**src/inc/wdog_pkg.sv**
```systemverilog
// Constants for the host watchdog power cycler.
// Assumes a 100 MHz clock; all times counted in seconds from a tick.
package wdog_pkg;

	// ****************************************
	// Time base
	// ****************************************
	localparam int unsigned CLOCK_HZ     = 100_000_000;
	localparam int unsigned TICK_HZ      = 1;
	localparam int unsigned TICK_CYCLES  = CLOCK_HZ / TICK_HZ;

	// ****************************************
	// Sequence times, in seconds, attempt limit and counter widths
	// ****************************************
	localparam int unsigned LOSS_S       = 1;
	localparam int unsigned HOLD_S       = 10;
	localparam int unsigned OFF_S        = 10;
	localparam int unsigned IGNORE_S     = 60;
	localparam int unsigned MAX_TRIES    = 3;

	localparam int unsigned SEC_W        = 7;
	localparam int unsigned TRY_W        = 2;

	// ****************************************
	// States
	// ****************************************
	typedef enum logic [5:0] {
		ST_WATCH  = 6'h01,
		ST_HOLD   = 6'h02,
		ST_OFF    = 6'h04,
		ST_IGNORE = 6'h08,
		ST_ALARM  = 6'h10,
		ST_START  = 6'h20
	} wd_state_t;

endpackage

```
**src/rtl/strobe_detect.sv**
```systemverilog
// Synchroniser and edge detector for the printer port strobe.
// Assumes the strobe pin is asynchronous to clock and active low.
`timescale 1ns/1ps
module strobe_detect
	import wdog_pkg::*;
(
	// Clock and reset
	input  wire logic clock,
	input  wire logic rst,
	// Pin
	input  wire logic strobe_n,
	// Event
	output logic      char_seen
);

	logic       sync_a;
	logic       sync_b;
	logic       last;
	logic       next_last;

	always_comb begin
		next_last = sync_b;
	end

	// Only sync_b and last are looked at beyond the first stage
	always_ff @(posedge clock or posedge rst) begin
		if (rst) begin
			sync_a <= 1'b1;
			sync_b <= 1'b1;
			last   <= 1'b1;
		end else begin
			sync_a <= strobe_n;
			sync_b <= sync_a;
			last   <= next_last;
		end
	end

	// Falling edge of strobe marks one character
	assign char_seen = last & ~sync_b;

endmodule

```
**src/rtl/host_watchdog.sv**
```systemverilog
// Host watchdog power cycler: watches printer port strobes, cycles host power.
// Assumes one 100 MHz clock and a host power switch driven by host_power_on.
`timescale 1ns/1ps
module host_watchdog
	import wdog_pkg::*;
#(
	parameter int unsigned TICK_LEN = TICK_CYCLES
)(
	// Clock and reset
	input  wire logic              clock,
	input  wire logic              rst,
	// Printer port
	input  wire logic              strobe_n,
	// Power and status
	output logic                   host_power_on,
	output logic                   in_reset_seq,
	output logic                   alarm,
	output logic [TRY_W-1:0]       attempts
);

	// ****************************************
	// Port watch
	// ****************************************
	logic char_seen;

	strobe_detect u_det (
		.clock     (clock),
		.rst       (rst),
		.strobe_n  (strobe_n),
		.char_seen (char_seen)
	);

	// ****************************************
	// Second tick
	// ****************************************
	logic [31:0] tick_cnt;
	logic [31:0] next_tick_cnt;
	logic        tick;
	logic        restart;

	always_comb begin
		tick          = (tick_cnt == TICK_LEN - 1);
		next_tick_cnt = (tick || restart) ? 32'h0 : tick_cnt + 32'h1;
	end

	always_ff @(posedge clock or posedge rst) begin
		if (rst) begin
			tick_cnt <= 32'h0;
		end else begin
			tick_cnt <= next_tick_cnt;
		end
	end

	// ****************************************
	// Sequence
	// ****************************************
	wd_state_t         state;
	wd_state_t         next_state;
	logic [SEC_W-1:0]  secs;
	logic [SEC_W-1:0]  next_secs;
	logic [TRY_W-1:0]  next_attempts;
	logic              next_power;

	always_comb begin
		next_state    = state;
		next_secs     = secs;
		next_attempts = attempts;
		next_power    = host_power_on;
		restart       = 1'b0;
		unique case (state)
			ST_START: begin
				next_state = ST_WATCH;
				restart    = 1'b1;
				next_secs  = '0;
			end
			ST_WATCH: begin
				if (char_seen) begin
					restart       = 1'b1;
					next_secs     = '0;
					next_attempts = '0;
				end else if (tick) begin
					if (secs == SEC_W'(LOSS_S - 1)) begin
						next_secs = '0;
						if (attempts == TRY_W'(MAX_TRIES)) begin
							next_state = ST_ALARM;
						end else begin
							next_state = ST_HOLD;
						end
					end else begin
						next_secs = secs + SEC_W'(1);
					end
				end
			end
			ST_HOLD: begin
				// operator pause
				// Characters are refused here; only a full cycle proves recovery
				if (tick) begin
					if (secs == SEC_W'(HOLD_S - 1)) begin
						next_secs     = '0;
						next_state    = ST_OFF;
						next_power    = 1'b0;
						next_attempts = attempts + TRY_W'(1);
					end else begin
						next_secs = secs + SEC_W'(1);
					end
				end
			end
			ST_OFF: begin
				if (tick) begin
					if (secs == SEC_W'(OFF_S - 1)) begin
						next_secs  = '0;
						next_state = ST_IGNORE;
						next_power = 1'b1;
					end else begin
						next_secs = secs + SEC_W'(1);
					end
				end
			end
			ST_IGNORE: begin
				if (tick) begin
					if (secs == SEC_W'(IGNORE_S - 1)) begin
						next_secs  = '0;
						next_state = ST_WATCH;
						restart    = 1'b1;
					end else begin
						next_secs = secs + SEC_W'(1);
					end
				end
			end
			ST_ALARM: begin
				// Stays until reset; host power left on for manual recovery
				next_power = 1'b1;
			end
			default: begin
				next_state = ST_START;
			end
		endcase
	end

	always_ff @(posedge clock or posedge rst) begin
		if (rst) begin
			state         <= ST_START;
			secs          <= '0;
			attempts      <= '0;
			host_power_on <= 1'b1;
		end else begin
			state         <= next_state;
			secs          <= next_secs;
			attempts      <= next_attempts;
			host_power_on <= next_power;
		end
	end

	assign in_reset_seq = (state == ST_HOLD) || (state == ST_OFF) || (state == ST_IGNORE);
	assign alarm        = (state == ST_ALARM);

	// ****************************************
	// Checks
	// ****************************************
	a_loss_starts_hold: assert property (@(posedge clock) disable iff (rst)
		(state == ST_WATCH && tick && !char_seen && attempts != TRY_W'(MAX_TRIES))
		|=> state == ST_HOLD)
		else $error("loss did not start sequence");

	a_hold_keeps_power: assert property (@(posedge clock) disable iff (rst)
		state == ST_HOLD |-> host_power_on)
		else $error("power cut during hold");

	a_off_no_power: assert property (@(posedge clock) disable iff (rst)
		state == ST_OFF |-> !host_power_on)
		else $error("power on during off");

	a_power_back_ignore: assert property (@(posedge clock) disable iff (rst)
		$rose(host_power_on) |-> state == ST_IGNORE && secs == '0)
		else $error("power restored outside sequence");

	a_ignore_no_clear: assert property (@(posedge clock) disable iff (rst)
		(state == ST_IGNORE && char_seen) |=> $stable(attempts))
		else $error("char counted while ignoring");

	a_third_alarm: assert property (@(posedge clock) disable iff (rst)
		(state == ST_WATCH && tick && !char_seen && attempts == TRY_W'(MAX_TRIES))
		|=> alarm)
		else $error("no alarm after third attempt");

	a_alarm_sticks: assert property (@(posedge clock) disable iff (rst)
		alarm |=> alarm)
		else $error("alarm left");

	a_char_clears: assert property (@(posedge clock) disable iff (rst)
		(state == ST_WATCH && char_seen) |=> attempts == '0 && state == ST_WATCH)
		else $error("char did not clear count");

	a_count_bound: assert property (@(posedge clock) disable iff (rst)
		state == ST_HOLD |-> attempts != TRY_W'(MAX_TRIES))
		else $error("attempt count overflow");

	a_hold_refuses: assert property (@(posedge clock) disable iff (rst)
		(state == ST_HOLD && char_seen && !tick)
		|=> state == ST_HOLD && $stable(attempts))
		else $error("char accepted during hold");

	a_ignore_power_on: assert property (@(posedge clock) disable iff (rst)
		state == ST_IGNORE |-> host_power_on)
		else $error("power off during ignore");

	a_char_restarts: assert property (@(posedge clock) disable iff (rst)
		(state == ST_WATCH && char_seen) |=> tick_cnt == 32'h0)
		else $error("char did not restart window");

endmodule

```
**config.mk**
```make
export PLATFORM = sky130hd
export DESIGN_NAME = host_watchdog
export DESIGN_NICKNAME = d
export VERILOG_FILES = /design/src/inc/wdog_pkg.sv /design/src/rtl/strobe_detect.sv /design/src/rtl/host_watchdog.sv
export SDC_FILE = /design/constraint.sdc
export NUM_CORES = 1
export LEC_CHECK = 0
export BUFFER_PORTS_ARGS = -buffer_cell sky130_fd_sc_hd__buf_2
export CAP_MARGIN = 20
export CELL_PAD_IN_SITES_DETAIL_PLACEMENT = 0
export CELL_PAD_IN_SITES_GLOBAL_PLACEMENT = 1
export CORE_MARGIN = 4
export CORE_UTILIZATION = 31
export CTS_CLUSTER_DIAMETER = 100
export DETAILED_ROUTE_END_ITERATION = 7
export PLACE_DENSITY_LB_ADDON = 0.2
export SETUP_SLACK_MARGIN = 0.02
export SYNTH_ARGS = -nofsm -noshare
export SYNTH_HDL_FRONTEND = slang
export SYNTH_HIERARCHICAL = 1
export SYNTH_SLANG_ARGS = --single-unit
export TNS_END_PERCENT = 50
```
**constraint.sdc**
```tcl
create_clock -name clock -period 2 [get_ports clock]
set_input_delay 0.1 -clock clock [delete_from_list [all_inputs] [get_ports clock]]
set_output_delay 0.1 -clock clock [all_outputs]
set_load 0.02 [all_outputs]
```
==> results.yml, run 1 <==
layout:
  finalNonFillerCells: 473
  utilization_pct: 42.1
  multiInputGateArea_sq_um: 1520
  n_fill_cell: 870
  fin_nets: 372
  stdcell_area_sq_um: 3690
  final_layout_size_suffix_gt1_share_pct: 28.5
  seqCellArea_sq_um: 1280
  syn2layout_area_growth_pct: 31.2
  diodes: 0
worst_setup_path:
  cp-start-kind: "flop"
  worstSetupEndpointType: "flop"
  r2r_slack_ps: -120
  reg2reg_depth: 7
  r2r_start: "tick_cnt[31]$_DFF_PP0_"
  worstSetupPathType: "reg2reg"
  cp.arrival_ps: 2360
  crit_fanout: 8
  required_ps: 2250
  r2r_end: "host_power_on$_DFFE_PP1P_"
floorplanning:
  design.core.area_sq_um: 8760
  die_area_sq_um: 10700
  start_util_pct: 32.1
  die_h_um: 103
  io_pins: 8
  die_x_um: 103
  row_count: 34
drt:
  via_per_inst: 4.96
  drt-initial-drc-count: 75
  wl_um: 6700
  vias: 2344
  drcViolationCount: 0
  drt-pass1-iter-count: 4
  drtAntennaViolNets: 0
  routedWlPerCell_um: 14.2
synthesis:
  synthAdderAreaFrac_pct: 2.23
  synth_compound_area_share_pct: 9.75
  synth_area_sq_um: 2810
  synthSimpleGateAreaFrac_pct: 27.2
  synth_area_leaders: "dfrtp_1 41%, xnor2_1 6.5%, nor2_1 6.0%"
  synth_xor_area_share_pct: 10.3
  yosys.area.top_type: "dfrtp_1"
  synth_edf_count: 0
  synth_top_area_share_pct: 40.9
  synthTopCellsByCount: "46 x dfrtp_1, 45 x nor2_1, 21 x xnor2_1"
  ys_types: 53
  synth_mux_area_share_pct: 0.890
  synth-seq-cells: 51
  synth_area_per_cell_sq_um: 9.43
  async_flop_share_pct: 100
  synth_most_common_cell: "dfrtp_1"
  synth_ff_type: "dfrtp_1"
  synth_top_family_by_area: "simple AND/OR/NAND/NOR gates"
  synth_warnings: 6
  syn-num-nets: 306
  yosysSeqAreaShare_pct: 45.6
  synthCells: 298
min_path:
  hold_class: "in2async"
placement:
  dp_hpwl_um: 4630
  placedCellCount: 456
  dpl_cell_area_sq_um: 3350
  gp_congestion: 0.801
  portBuffers: 7
timing:
  setup_ws_ps: -119
  worstMarginPinSlew_ps: 541
  relSlewSlack_pct: 63.9
  slew_viol_final: 0
  rsz0062_at_grt: "true"
  fmax_mhz: 472
  skew_ps: 10.7
  timing.hold.ws_ps: 378
  hold_viol_final: 0
  fin_crit_ps: 2120
  min_period_over_period_pct: 106
  setup_viol: 46
global_routing:
  antenna_found_initial: 0
  grt_pass1_wl_um: 11400
  grt_pass1_vias: 2365
  grtUsageTotal_pct: 13.4
  grt_max_degree: 33
  grt.overflow.total: 0
clock_tree:
  cts_sinks: 51
  cts_buffer_depth: 2
  cts_buffers: 5
  clk-insertion-delay-late_ps: 300
  h-tree-depth: 2
  cts_tree: "built"
  clk_pin_slew_ps: 100
  cts_root_buf: "clkbuf_8"
status:
  outcome: "complete, but fails checks"
  violations: "negative setup slack"
job:
  maxCapViolations: 0
power:
  ir_drop_mv: 0.371
  power_density_nw_per_um2: 540
  power.leakage_nw: 1.65
==> worst max-delay path: stages, from the launching register on <==
cell and delay (ps):
dfrtp_1 390, or4_4 550, nor4_4 310, buf_4 170, nand4_1 120, buf_6 180, o22a_1 190, o22a_1 150
==> where the power goes <==
| group | internal (mW) | switching (mW) |
|---|---|---|
| clock network | 0.406 | 0.348 |
| logic | 0.0654 | 0.0757 |
| registers | 1.07 | 0.0333 |
| total | 1.54 | 0.457 |
==> registers in the layout (all words and copies together) (netlist names) <==
| signal | flops |
|---|---|
| tick_cnt | 32 |
| secs | 7 |
| state | 6 |
| attempts | 2 |
| host_power_on | 1 |
| u_det/last | 1 |
| u_det/next_last | 1 |
| u_det/sync_a | 1 |
==> metal layers <==
layer  vias to the layer above  GRT usage (%)  share of wire (%)
li1                       1179              -                  -
met1                      1138           18.8                 50
met2                        23           21.6                 48
met3                         4           2.21                1.7
met4                         0           3.39               0.76
met5                         -              0                  0
==> area by class of cell <==
class,instances,area share [%]
sequential,51,34.8
inverter,18,1.83
multi-input combinational,219,41.1
timing repair buffer,69,15.5
clock buffer,6,2.24
clock inverter,2,0.949
tap,108,3.66
==> worst max-delay path by stage <==
stage	slack [ps]	from	to
after floorplan	-110	state[2]$_DFFE_PP0P_	state[0]$_DFFE_PP0P_
after global routing	-210	tick_cnt[31]$_DFF_PP0_	host_power_on$_DFFE_PP1P_
final	-120	tick_cnt[31]$_DFF_PP0_	host_power_on$_DFFE_PP1P_
after CTS	-130	tick_cnt[28]$_DFF_PP0_	state[0]$_DFFE_PP0P_
after global placement	-100	tick_cnt[28]$_DFF_PP0_	state[0]$_DFFE_PP0P_
after detailed placement	-130	tick_cnt[28]$_DFF_PP0_	state[4]$_DFFE_PP0P_
==> stage by stage <==
stage                     TNS, ps  total power [mW]  setup slack (ps)
final                       -2430              1.99              -119
after global routing        -7630              2.11              -212
after CTS                   -1860              2.01              -127
after detailed placement    -3240              1.24              -133
after floorplan              -151              1.19              -111
after global placement      -1830              1.24              -101
==> what timing repair did <==
item,4_1_cts,5_1_grt
pin swaps,7,8
hold endpoints to repair,24,0
setup endpoints to repair,48,48
gates resized for setup,16,9
cloned,0,3
hold buffers,2,0
setup buffers,1,3
==> logic make-up after synthesis <==
family                     count (synthesis)
xor gates and xnor gates                  33
adders and majority gates                  5
DFF                                       51
and+or+nand+nor                          143
buffers and inverters                     28
AOI/OAI and AO/OA                         36
muxes                                      2
==> cell usage in the layout, fill, tap and decap left out, types with 3 or more instances in the layout <==
| cell type | netlist | final |
|---|---|---|
| nand4_1 | 10 | 10 |
| inv_1 | 18 | 17 |
| nor4_1 | 6 | 6 |
| xor2_1 | 12 | 12 |
| buf_6 | 0 | 3 |
| nand3_1 | 19 | 17 |
| o21ai_0 | 6 | 4 |
| xnor2_1 | 21 | 21 |
| o21ai_1 | 2 | 3 |
| or4_4 | 1 | 3 |
| dfstp_2 | 5 | 5 |
| o31ai_1 | 4 | 3 |
| dfrtp_1 | 46 | 46 |
| buf_2 | 5 | 7 |
| nor3_1 | 13 | 13 |
| nor2_1 | 45 | 44 |
| ha_1 | 5 | 5 |
| o211ai_1 | 5 | 5 |
| and4_1 | 6 | 6 |
| clkbuf_8 | 0 | 6 |
| buf_4 | 0 | 53 |
| nor2b_1 | 3 | 3 |
| nand2_1 | 18 | 18 |
No activity file was read; power rests on OpenSTA's default activity.
==> inputs of run 2 (changes only) <==
--- a/config.mk
+++ b/config.mk
@@ -6,7 +6,6 @@
 export NUM_CORES = 1
 export LEC_CHECK = 0
 export BUFFER_PORTS_ARGS = -buffer_cell sky130_fd_sc_hd__buf_2
-export CAP_MARGIN = 20
 export CELL_PAD_IN_SITES_DETAIL_PLACEMENT = 0
 export CELL_PAD_IN_SITES_GLOBAL_PLACEMENT = 1
 export CORE_MARGIN = 4
@@ -14,6 +13,7 @@
 export CTS_CLUSTER_DIAMETER = 100
 export DETAILED_ROUTE_END_ITERATION = 7
 export PLACE_DENSITY_LB_ADDON = 0.2
+export REMOVE_ABC_BUFFERS = 1
 export SETUP_SLACK_MARGIN = 0.02
 export SYNTH_ARGS = -nofsm -noshare
 export SYNTH_HDL_FRONTEND = slang
==> run 2 against run 1 <==
The run still ends with negative setup slack left. Fmax up 1.8%. Core utilization up 0.057 points. Wire length up 0.22%. First-iteration DRC count up 12%. Global-route usage up 0.15 points. Clock skew up 1.0 ps. Die area unchanged. Critical path type unchanged. Largest cell class unchanged.
==> results.yml, run 2 (synthesis gave the netlist of run 1 again) <==
placement:
  portBuffers: 7
  dp_hpwl_um: 4700
  placedCellCount: 456
  gp_congestion: 0.762
layout:
  seqCellArea_sq_um: 1280
  n_fill_cell: 896
  fin_nets: 371
  final_layout_size_suffix_gt1_share_pct: 31.0
  syn2layout_area_growth_pct: 31.4
  regMostFlops: "tick_cnt"
  reg.largest.list: "tick_cnt: 32 flops, secs: 7 flops, state: 6 flops"
  final_common_cell: "buf_4"
  layout_common_cells: "51 x buf_4, 46 x dfrtp_1, 45 x nor2_1"
  finalNonFillerCells: 472
  utilization_pct: 42.2
  multiInputGateArea_sq_um: 1560
  diodes: 0
  largest_reg_flops: 32
clock_tree:
  h-tree-depth: 2
  cts_sinks: 51
  clk-insertion-delay-late_ps: 300
  cts_buffer_depth: 2
  cts_buffers: 5
  cts_tree: "built"
  cts_root_buf: "clkbuf_8"
  clk_pin_slew_ps: 100
worst_setup_path:
  crit_chain: "or4_4, nor4_4, o2111ai_1, a21o_2, mux2_4"
  crit_cells: 5
  cp.arrival_ps: 2280
  worstSetupEndpointType: "flop"
  worst-path-buf-inv: 0
  critPathSlowestCell: "or4_4"
  required_ps: 2200
  cp-start-kind: "flop"
  crit_fanout: 5
  r2r_slack_ps: -80
  reg2reg_depth: 5
  worstSetupPathType: "reg2reg"
  critical_path.max_stage_delay_ps: 550
  cp_top_family: "simple AND/OR/NAND/NOR gates"
  r2r_start: "tick_cnt[28]$_DFF_PP0_"
  r2r_end: "state[0]$_DFFE_PP0P_"
  cp-startpoint: "tick_cnt[28]$_DFF_PP0_"
min_path:
  worst_hold_path.endpoint: "u_det/next_last$_DFF_PP1_"
  hold_class: "reg2reg"
  worstHoldStart: "u_det/sync_a$_DFF_PP1_"
  min_path_cells: 0
floorplanning:
  die_x_um: 103
  row_count: 34
  start_util_pct: 32.1
  die_h_um: 103
  die_area_sq_um: 10700
  io_pins: 8
  design.core.area_sq_um: 8760
global_routing:
  met1_usage_pct: 18.8
  antenna_found_initial: 0
  grt.overflow.total: 0
  grtUsageTotal_pct: 13.6
  grt_pass1_wl_um: 11500
  grt_max_degree: 49
  grt_pass1_vias: 2335
  grtUsageMet3_pct: 2.28
  grt_use_met2_pct: 22.2
  top_usage_layer: "met2"
drt:
  drtAntennaViolNets: 0
  drt-initial-drc-count: 84
  drcViolationCount: 0
  drt-pass1-iter-count: 4
  vias: 2343
  wl_um: 6720
  via_per_inst: 4.96
  routedWlPerCell_um: 14.2
timing:
  fin_crit_ps: 2080
  rsz0062_at_grt: "true"
  fmax_mhz: 480
  hold_viol_final: 0
  worstMarginPinSlew_ps: 638
  slew_viol_final: 0
  setup_ws_ps: -81.6
  setup_viol: 35
  skew_ps: 11.7
  min_period_over_period_pct: 104
  relSlewSlack_pct: 57.4
status:
  violations: "negative setup slack"
  outcome: "complete, but fails checks"
power:
  power.leakage_nw: 1.63
  ir_drop_mv: 0.265
  power_density_nw_per_um2: 496
job:
  maxCapViolations: 0
## run 2: changes by cell type in the layout (fill, tap and decap cells not counted), sizes merged
cell,change
clkinv,+2
buf,-1
bufinv,-1
clkbuf,-1
## run 2: routing by layer
layer,routed length (um),part of all wire (%)
met1,3270,49
met2,3240,48
met3,147,2.2
met4,63,0.94
met5,0,0
## run 2: timing repair
item | in CTS | in global routing
endpoints found under the hold margin | 50 | 0
resized for setup | 25 | 9
gates cloned | 0 | 2
endpoints found under the setup margin | 46 | 47
hold buffers | 2 | 0
pin swaps | 10 | 4
setup buffers | 2 | 2
## run 2: worst max path at each step
| stage | endpoint | slack (ps) |
|---|---|---|
| floorplan | tick_cnt[10]$_DFF_PP0_ | -300 |
| CTS | state[0]$_DFFE_PP0P_ | -100 |
| global route | state[0]$_DFFE_PP0P_ | -170 |
| global placement | state[0]$_DFFE_PP0P_ | -120 |
| finish | state[0]$_DFFE_PP0P_ | -80 |
| detailed placement | state[0]$_DFFE_PP0P_ | -150 |
## run 2: power by group
part,total [mW],switching [mW],internal (mW)
Clock,0.589,0.348,0.241
Sequential,1.10,0.0302,1.07
Combinational,0.147,0.0784,0.0687
## run 2: layout make-up
type	instances	area share [%]
timing repair buffer	68	15.3
clock buffer	5	1.86
multi-input combinational	219	42.3
sequential	51	34.7
tap	108	3.66
clock inverter	3	0.406
inverter	18	1.83
## run 2: stage by stage
stage,hold WS [ps],setup slack (ps),setup TNS (ps),cell area (sq um),total power [mW]
after global placement,166,-122,-2030,3350,1.24
final,361,-81.6,-1300,3690,1.83
after global routing,370,-174,-6060,3690,1.93
after CTS,362,-99.6,-194,3590,1.86
after detailed placement,178,-147,-3090,3350,1.24
after floorplan,33.3,-301,-9690,2770,1.19
